### src/core/sar_ctrl_regs.svh
// Constants for the serial conversion controller
`ifndef SAR_CTRL_REGS_SVH
`define SAR_CTRL_REGS_SVH

// Control byte field positions
`define CB_CHAN_HI   6
`define CB_CHAN_LO   4
`define CB_SPAN      3
`define CB_POL       2
`define CB_PM_HI     1
`define CB_PM_LO     0
`define CB_START_VAL 8'h01

// Power mode codes
`define PM_INT       2'h0
`define PM_EXT       2'h1
`define PM_STBY      2'h2
`define PM_DEEP      2'h3

// Bit and clock counts
`define CB_BITS      4'h8
`define RX_FIRST     4'h1
`define ACQ_BIT      4'h6
`define ACQ_EXT_CLKS 4'h6
`define RES_BITS     4'hC
`define SIX_OUT_BITS 4'h6
`define PRES_MAX     4'hF
`define PRES_FIRST   4'h1
`define INT_ACQ_TCK  5'h04
`define INT_DONE_TCK 5'h10

// Internal oscillator timing
`define STRB_MAX_NS  15000
`define SYS_CLK_NS   10
`define TICKS_PER_CV 16
`define TICK_CYC     (`STRB_MAX_NS / `SYS_CLK_NS / `TICKS_PER_CV)

// Reset level of synchronised select
`define CS_IDLE      1'b1

`endif

### src/core/sar_pkg.sv
// Types for the serial conversion controller
package sar_pkg;

  typedef enum logic [1:0] {
    PH_IDLE,
    PH_RX,
    PH_ACQ,
    PH_CONV
  } phase_t;

  typedef struct packed {
    logic [2:0] chan;
    logic       span;
    logic       pol;
  } setup_t;

  typedef struct packed {
    phase_t      phase;
    logic        cs_s1;
    logic        cs_s2;
    logic        cs_prev;
    logic        ck_s1;
    logic        ck_s2;
    logic        ck_prev;
    logic        di_s1;
    logic        di_s2;
    logic        refall;
    logic [7:0]  ctrl;
    logic [3:0]  rx_cnt;
    logic [3:0]  acq_cnt;
    logic [3:0]  conv_cnt;
    logic [4:0]  tick_cnt;
    logic [6:0]  div;
    logic [11:0] res;
    logic [3:0]  pres;
    logic        ext_mode;
    logic        pend_stby;
    logic        pend_deep;
    setup_t      setup;
    logic        dout;
    logic        dout_oe;
    logic        strobe;
    logic        strobe_oe;
    logic        track;
    logic        stby;
    logic        deep;
  } ctl_state_t;

endpackage : sar_pkg

### src/core/sar_adc_serial_conversion_ctrl.sv
// Serial control and conversion sequencer of a 12-bit SAR converter
//
// Summary of operation
// RULE1: Span bit picks narrow or wide scale; polarity bit picks unipolar or bipolar.
// RULE2: Control bits are sampled on rising serial clock edges.
// RULE3: When idle with select low, the first high bit is the start bit.
// RULE4: During external clock conversion a start bit is also accepted after bit six is out.
// RULE5: Result bits leave on falling serial clock edges, MSB first.
// RULE6: Unipolar results are straight binary; bipolar results are two's complement.
// RULE7: Select falling alone never starts a conversion; a full byte is needed.
// RULE8: Acquisition starts after the sixth bit and lasts six clock cycles.
// RULE9: A start bit after select falls, before bit six, restarts conversion.
// RULE10: External mode strobe is high one serial clock when acquisition ends.
// RULE11: External mode presents twelve decisions on following falls, then zeros.
// RULE12: External mode: select high floats strobe and data; falling drives them low.
// RULE13: Host should use internal mode for slow or paused serial clocks.
// RULE14: External conversion needs eighteen clocks; host may overlap the next byte.
// RULE15: Host sends eighteen zeros before a byte on a free-running clock.
// RULE16: Internal mode strobe drops after the last control bit, rises when done.
// RULE17: Internal mode: acquisition ends at tick four, conversion at tick sixteen.
// RULE18: Internal mode strobe stays low at most fifteen microseconds.
// RULE19: Internal mode latches result, shows MSB at the end, then shifts out.
// RULE20: Internal mode select high blocks input, floats data, keeps strobe driven.
// RULE21: Host using thirteen clocks waits fifteen microseconds before reading.
// RULE22: Power code 01 runs timing from the serial clock; it always shifts.
// RULE23: Control byte holds start, three channel bits, span, polarity, two mode bits.
// RULE24: Codes 00 internal, 01 external, 10 standby, 11 deep sleep.
// RULE25: After reset: active, internal clock mode, awaiting start, output cleared.
// RULE26: Sleep takes effect after the conversion ends; a start bit wakes.
// RULE27: Select high discards a partial byte and restarts the start search.

`timescale 1ns/1ps
`default_nettype none

`include "sar_ctrl_regs.svh"

module sar_adc_serial_conversion_ctrl
  import sar_pkg::*;
(
  input  wire logic        sys_clk,
  input  wire logic        rst_n,
  input  wire logic        cs_n,
  input  wire logic        sclk,
  input  wire logic        din,
  input  wire logic [11:0] sample_code,
  output logic             dout,
  output logic             dout_oe,
  output logic             conversion_strobe,
  output logic             strobe_oe,
  output logic             track,
  output logic [2:0]       channel_pick,
  output logic             span_select,
  output logic             polarity_select,
  output logic             ext_clock_mode,
  output logic             standby_sleep,
  output logic             deep_sleep
);

  localparam logic [6:0] TICK_LAST = 7'(`TICK_CYC - 1);

  ctl_state_t  q;
  ctl_state_t  n;
  logic        rise;
  logic        fall;
  logic        sel;
  logic        cs_fall;
  logic        int_busy;
  logic        tick;
  logic        six_out;
  logic        start_ok;
  logic        start;
  logic [1:0]  pm;
  logic [11:0] res_code;

  always_comb begin
    n = q;
    pm = q.ctrl[`CB_PM_HI:`CB_PM_LO];

    // Pin synchronisers
    n.cs_s1   = cs_n;
    n.cs_s2   = q.cs_s1;
    n.cs_prev = q.cs_s2;
    n.ck_s1   = sclk;
    n.ck_s2   = q.ck_s1;
    n.ck_prev = q.ck_s2;
    n.di_s1   = din;
    n.di_s2   = q.di_s1;

    rise    = q.ck_s2 & ~q.ck_prev;
    fall    = ~q.ck_s2 & q.ck_prev;
    sel     = ~q.cs_s2;
    cs_fall = q.cs_prev & ~q.cs_s2;

    int_busy = ~q.ext_mode &
               ((q.phase == PH_ACQ) | (q.phase == PH_CONV));
    tick     = int_busy & (q.div == TICK_LAST);
    six_out  = q.pres >= `SIX_OUT_BITS;

    // Bipolar code flips the offset-binary MSB
    res_code = q.setup.pol ?
               {~sample_code[11], sample_code[10:0]} :
               sample_code; // [RULE6] [RULE1]

    // Start search only with select low and outside a byte
    start_ok = (q.phase == PH_IDLE) | // [RULE3]
               ((q.phase != PH_RX) &
                (q.refall | // [RULE9]
                 (q.ext_mode & (q.phase == PH_CONV) &
                  six_out))); // [RULE4] [RULE14]
    start    = sel & rise & q.di_s2 & start_ok; // [RULE2] [RULE7]

    // Internal oscillator runs only during internal acquisition and conversion
    if (int_busy) begin
      n.div = tick ? 7'h00 : q.div + 7'h01;
    end else begin
      n.div = 7'h00;
    end

    if (cs_fall) begin
      n.refall = 1'b1;
    end

    // Output shift; zeros follow the result
    if (fall & ~int_busy) begin
      n.dout = q.res[11]; // [RULE5] [RULE22]
      n.res  = {q.res[10:0], 1'b0}; // [RULE11] [RULE19]
      if (q.pres != `PRES_MAX) begin
        n.pres = q.pres + 4'h1;
      end
    end

    case (q.phase)
      PH_IDLE: begin
      end
      PH_RX: begin
        if (!sel) begin
          n.phase = PH_IDLE; // [RULE27]
          n.track = 1'b0;
        end else begin
          if (rise) begin
            n.ctrl   = {q.ctrl[6:0], q.di_s2}; // [RULE2]
            n.rx_cnt = q.rx_cnt + 4'h1;
          end
          if (fall & q.track) begin
            n.acq_cnt = q.acq_cnt + 4'h1;
          end
          if (fall & ~q.track & (q.rx_cnt == `ACQ_BIT)) begin
            n.track   = 1'b1; // [RULE8]
            n.acq_cnt = 4'h0;
          end
          if (fall & (q.rx_cnt == `CB_BITS)) begin
            n.setup.chan = q.ctrl[`CB_CHAN_HI:`CB_CHAN_LO]; // [RULE23]
            n.setup.span = q.ctrl[`CB_SPAN]; // [RULE1]
            n.setup.pol  = q.ctrl[`CB_POL];
            case (pm)
              `PM_INT: n.ext_mode = 1'b0; // [RULE24]
              `PM_EXT: n.ext_mode = 1'b1; // [RULE22]
              default: n.ext_mode = q.ext_mode;
            endcase
            n.pend_stby = pm == `PM_STBY; // [RULE26]
            n.pend_deep = pm == `PM_DEEP;
            n.tick_cnt  = 5'h00;
            n.phase     = PH_ACQ;
            if (pm == `PM_INT ||
                (pm[`CB_PM_HI] && !q.ext_mode)) begin
              n.strobe = 1'b0; // [RULE16]
            end
          end
        end
      end
      PH_ACQ: begin
        if (q.ext_mode) begin
          if (fall) begin
            n.acq_cnt = q.acq_cnt + 4'h1;
            if (q.acq_cnt == `ACQ_EXT_CLKS - 4'h1) begin
              n.track    = 1'b0; // [RULE8]
              n.strobe   = 1'b1; // [RULE10]
              n.res      = res_code;
              n.pres     = 4'h0;
              n.conv_cnt = 4'h0;
              n.phase    = PH_CONV;
            end
          end
        end else if (tick) begin
          n.tick_cnt = q.tick_cnt + 5'h01;
          if (q.tick_cnt == `INT_ACQ_TCK - 5'h01) begin
            n.track = 1'b0; // [RULE17]
            n.res   = res_code; // [RULE19]
            n.phase = PH_CONV;
          end
        end
      end
      PH_CONV: begin
        if (q.ext_mode) begin
          if (fall) begin
            n.conv_cnt = q.conv_cnt + 4'h1;
            n.strobe   = 1'b0; // [RULE10]
            if (q.conv_cnt == `RES_BITS - 4'h1) begin
              n.phase = PH_IDLE; // [RULE11]
              n.stby  = q.pend_stby; // [RULE26]
              n.deep  = q.pend_deep;
            end
          end
        end else if (tick) begin
          n.tick_cnt = q.tick_cnt + 5'h01;
          if (q.tick_cnt == `INT_DONE_TCK - 5'h01) begin
            n.dout   = q.res[11]; // [RULE19]
            n.res    = {q.res[10:0], 1'b0};
            n.pres   = `PRES_FIRST;
            n.strobe = 1'b1; // [RULE16] [RULE17] [RULE18]
            n.phase  = PH_IDLE;
            n.stby   = q.pend_stby; // [RULE26]
            n.deep   = q.pend_deep;
          end
        end
      end
      default: begin
        n.phase = PH_IDLE;
      end
    endcase

    // External mode drives both pins low after select falls
    if (cs_fall & q.ext_mode) begin
      n.strobe = 1'b0; // [RULE12]
      n.dout   = 1'b0;
    end

    // A start bit abandons whatever was running
    if (start) begin
      n.phase   = PH_RX; // [RULE9]
      n.ctrl    = `CB_START_VAL;
      n.rx_cnt  = `RX_FIRST;
      n.acq_cnt = 4'h0;
      n.track   = 1'b0;
      n.refall  = 1'b0;
      n.stby    = 1'b0; // [RULE26]
      n.deep    = 1'b0;
    end

    n.dout_oe   = sel; // [RULE12] [RULE20]
    n.strobe_oe = sel | ~q.ext_mode; // [RULE12] [RULE20]
  end

  always_ff @(posedge sys_clk or negedge rst_n) begin
    if (!rst_n) begin
      q         <= '0; // [RULE25]
      q.cs_s1   <= `CS_IDLE;
      q.cs_s2   <= `CS_IDLE;
      q.cs_prev <= `CS_IDLE;
    end else begin
      q <= n;
    end
  end

  assign dout              = q.dout;
  assign dout_oe           = q.dout_oe;
  assign conversion_strobe = q.strobe;
  assign strobe_oe         = q.strobe_oe;
  assign track             = q.track;
  assign channel_pick      = q.setup.chan;
  assign span_select       = q.setup.span;
  assign polarity_select   = q.setup.pol;
  assign ext_clock_mode    = q.ext_mode;
  assign standby_sleep     = q.stby;
  assign deep_sleep        = q.deep;

endmodule : sar_adc_serial_conversion_ctrl

`default_nettype wire

### config.mk
export PLATFORM = sky130hd
export DESIGN_NAME = sar_adc_serial_conversion_ctrl
export DESIGN_NICKNAME = d
export VERILOG_FILES = /design/src/core/sar_pkg.sv /design/src/core/sar_adc_serial_conversion_ctrl.sv
export VERILOG_INCLUDE_DIRS = /design/src /design/src/core
export SDC_FILE = /design/constraint.sdc
export NUM_CORES = 1
export LEC_CHECK = 0
export ABC_AREA = 1
export BUFFER_PORTS_ARGS = -buffer_cell sky130_fd_sc_hd__buf_2
export CELL_PAD_IN_SITES_DETAIL_PLACEMENT = 2
export CELL_PAD_IN_SITES_GLOBAL_PLACEMENT = 2
export CORE_ASPECT_RATIO = 0.8
export CORE_MARGIN = 4
export CORE_UTILIZATION = 36
export CTS_CLUSTER_SIZE = 30
export DETAILED_ROUTE_END_ITERATION = 7
export HOLD_SLACK_MARGIN = 0.15
export PLACE_DENSITY = 0.88
export REMOVE_ABC_BUFFERS = 1
export SYNTH_ARGS = -nofsm -noshare
export SYNTH_HDL_FRONTEND = slang
export SYNTH_SLANG_ARGS = --single-unit
### constraint.sdc
create_clock -name sys_clk -period 2.15 [get_ports sys_clk]
set_input_delay 0.5375 -clock sys_clk [delete_from_list [all_inputs] [get_ports sys_clk]]
set_output_delay 0.5375 -clock sys_clk [all_outputs]
set_load 0.02 [all_outputs]
==> metrics.yaml <==
timing:
  tns_ps: 0
  relSlewSlack_pct: 62.48
  skew_ps: 7.658
  finalHoldViolCount: 0
  worstMarginPinSlew_ps: 562.8
  slew_viol_final: 0
  report.final.setup_viol: 0
  min_period_ps: 2032
  post-route-period-util_pct: 94.49
  clock.fmax_mhz: 492.2
cts:
  clock-sinks: 73
  postCtsHoldBufs: 0
  clk_latency_ps: 340
  tritoncts: "done"
  clk_path_buf_depth: 2
  cts_made_buffers: 9
  root_buffer: "clkbuf_16"
  clkSlewWorstSetupHoldPaths_ps: 60
  htree_levels: 3
power_and_ir_drop:
  vdd_ir_drop_max_mv: 0.5528
  power_density_mw_per_mm2: 1123
  sw_frac_of_total_pct: 39.05
  power_uw: 5092
  pwr-share-seq_pct: 38.1
  p_int_uw: 3104
  combPwrFrac_pct: 32.2
  p_clk_share_pct: 29.8
  p_leak_uw: 0.002129
  power.net_switching_uw: 1988
global_routing:
  overflow: 0
  grt_use_met2_pct: 40.64
  grt_pass1_wl_um: 21470
  grt_max_degree: 42
  busiest_layer: "met2"
  grt_use_met3_pct: 5.014
  grt_use_met1_pct: 27.19
  grt_pass1_vias: 4015
  antenna_found_initial: 0
  grt_usage_pct: 22.65
routing:
  via_count: 3598
  antenna_violating_nets_post_route: 0
  routed_wl_um: 13910
  via_per_inst: 5.411
  drc: 0
  first_pass_iters: 4
  route.detailed.wl_per_inst_um: 20.92
  drt_iter0_drc: 223
synth:
  async_reset_ff_share_pct: 100.0
  synthTopCellsByArea: "dfrtp_1 46%, nand2_1 10%, inv_1 6.4%"
  post_synth_num_cell_types: 38
  yosys.area.top_type: "dfrtp_1"
  syn_inst: 475
  synth_edf_count: 0
  yosysSeqAreaShare_pct: 47.79
  yosysWarnings: 0
  syn_area_mm2: 0.003830
  syn_area_per_cell_um2: 8.063
  synth-seq-cells: 73
  synth-main-ff-cell: "dfrtp_1"
  yosysTopAreaCellShare_pct: 45.74
floorplanning:
  coreArea_mm2: 0.01032
  start_util_pct: 37.10
  die_area_mm2: 0.01236
  fp.dieW_um: 123.3
  chipHeight_um: 100.3
  ios: 30
  rows: 33
setup_path:
  startpoint_type: "flip-flop"
  crit_type: "flip-flop to flip-flop"
  r2r_end: "q[21]"
  cp.required_ps: 2350
  cp-end-kind: "flip-flop"
  arrival_ps: 2240
  r2r_slack_ps: 120
  r2r_start: "q[31]"
  cp_max_fo: 8
  rr_worst_depth: 10
placement:
  portBuffers: 29
  gp_congestion: 0.8592
  dpl.hpwl_um: 8964
job:
  drv_cap: 0
hold_path:
  hold_class: "input port to asynchronous set/reset pin"
layout:
  final_core_util_pct: 43.93
  layout_common_cells: "106 x nand2_1, 69 x dfrtp_1, 64 x inv_1"
  layout-drive-gt1-share_pct: 16.57
  n_antenna_cell: 0
  syn2layout_area_growth_pct: 18.39
  finalNetCount: 549
  final_common_cell: "nand2_1"
outcome:
  outcome: "finished, final reports clean"
## layout make-up
| cell class | count | area (um^2) |
|---|---|---|
| sequential | 73 | 1832 |
| timing repair buffer | 48 | 310.3 |
| fill | 1172 | 5788 |
| clock inverter | 4 | 45.04 |
| clock buffer | 12 | 246.5 |
| multi-input combinational | 320 | 1668 |
| inverter | 68 | 257.7 |
| tap | 140 | 175.2 |
## cell families after synthesis
family / after synthesis / synth area share [%]
and+or+nand+nor: 207 / 23.33
AOI/OAI and AO/OA: 94 / 14.18
buffers and inverters: 82 / 9.115
DFF: 73 / 47.79
adders and majority gates: 12 / 3.920
xor gates and xnor gates: 6 / 1.372
muxes: 1 / 0.2940
## layer usage
layer / up-vias / routed length [um]
met1: 1873 / 6030
li1: 1642 / -
met5: - / 0
met4: 0 / 225
met3: 20 / 372
met2: 63 / 7280
## repair_timing
item | in CTS | in global routing
resized for setup | 2 | 9
buffers inserted | 0 | 3
setup endpoints to repair | 1 | 14
pin swaps | 0 | 2
## power by group through the flow
stage	Combinational (uW)	Clock [uW]	Sequential (uW)
after floorplan	1000	0	1870
after global placement	1420	0	1910
after detailed placement	1550	0	1940
after CTS	1610	1550	1930
after global routing	1860	1610	1980
final	1640	1520	1940
## state kept, by name (all words and copies together) (netlist names), 2 cells and up
register      count
channel_pick      3
q                53
pm                2
n                 5
## stage by stage
step	hold slack [ps]	setup WS (ps)	area, um^2	std cells
2_1_floorplan	241.9	84.10	3739	461
3_3_place_gp	334.2	165.9	4194	646
6_report	191.9	118.4	4534	665
4_1_cts	204.0	33.31	4486	662
3_5_place_dp	339.5	12.99	4194	646
5_1_grt	223.1	-95.98	4534	665
## how the worst max path moves through the flow
| stage | startpoint | slack [ps] | to | depth (start not counted) |
|---|---|---|---|---|
| global placement | q[38] | 170 | q[21] | 9 |
| finish | q[31] | 120 | q[21] | 10 |
| detailed placement | q[38] | 10 | q[21] | 9 |
| global route | q[15] | -100 | q[72] | 14 |
| floorplan | ext_clock_mode | 80 | q[51] | 9 |
| CTS | q[38] | 30 | q[21] | 9 |
## cell usage after synthesis (6+ instances only)
library cell / instances
o211ai_1: 8
inv_1: 65
nand2_1: 107
o21ai_0: 41
nor3_1: 6
nand3_1: 38
ha_1: 12
nand4_1: 7
nor2_1: 38
a21oi_1: 18
dfrtp_1: 70
o22ai_1: 7
## worst max-delay path: stages (launching register included)
cell and delay [ps]:
dfrtp_1 410, inv_1 80, ha_1 170, nand4_1 140, nor2_1 120, nand2_1 130, o21ai_2 250, buf_6 170
inv_1 60, o21ai_1 210, o21ai_1 120
Note: power is estimated with default switching activity, not from simulation.
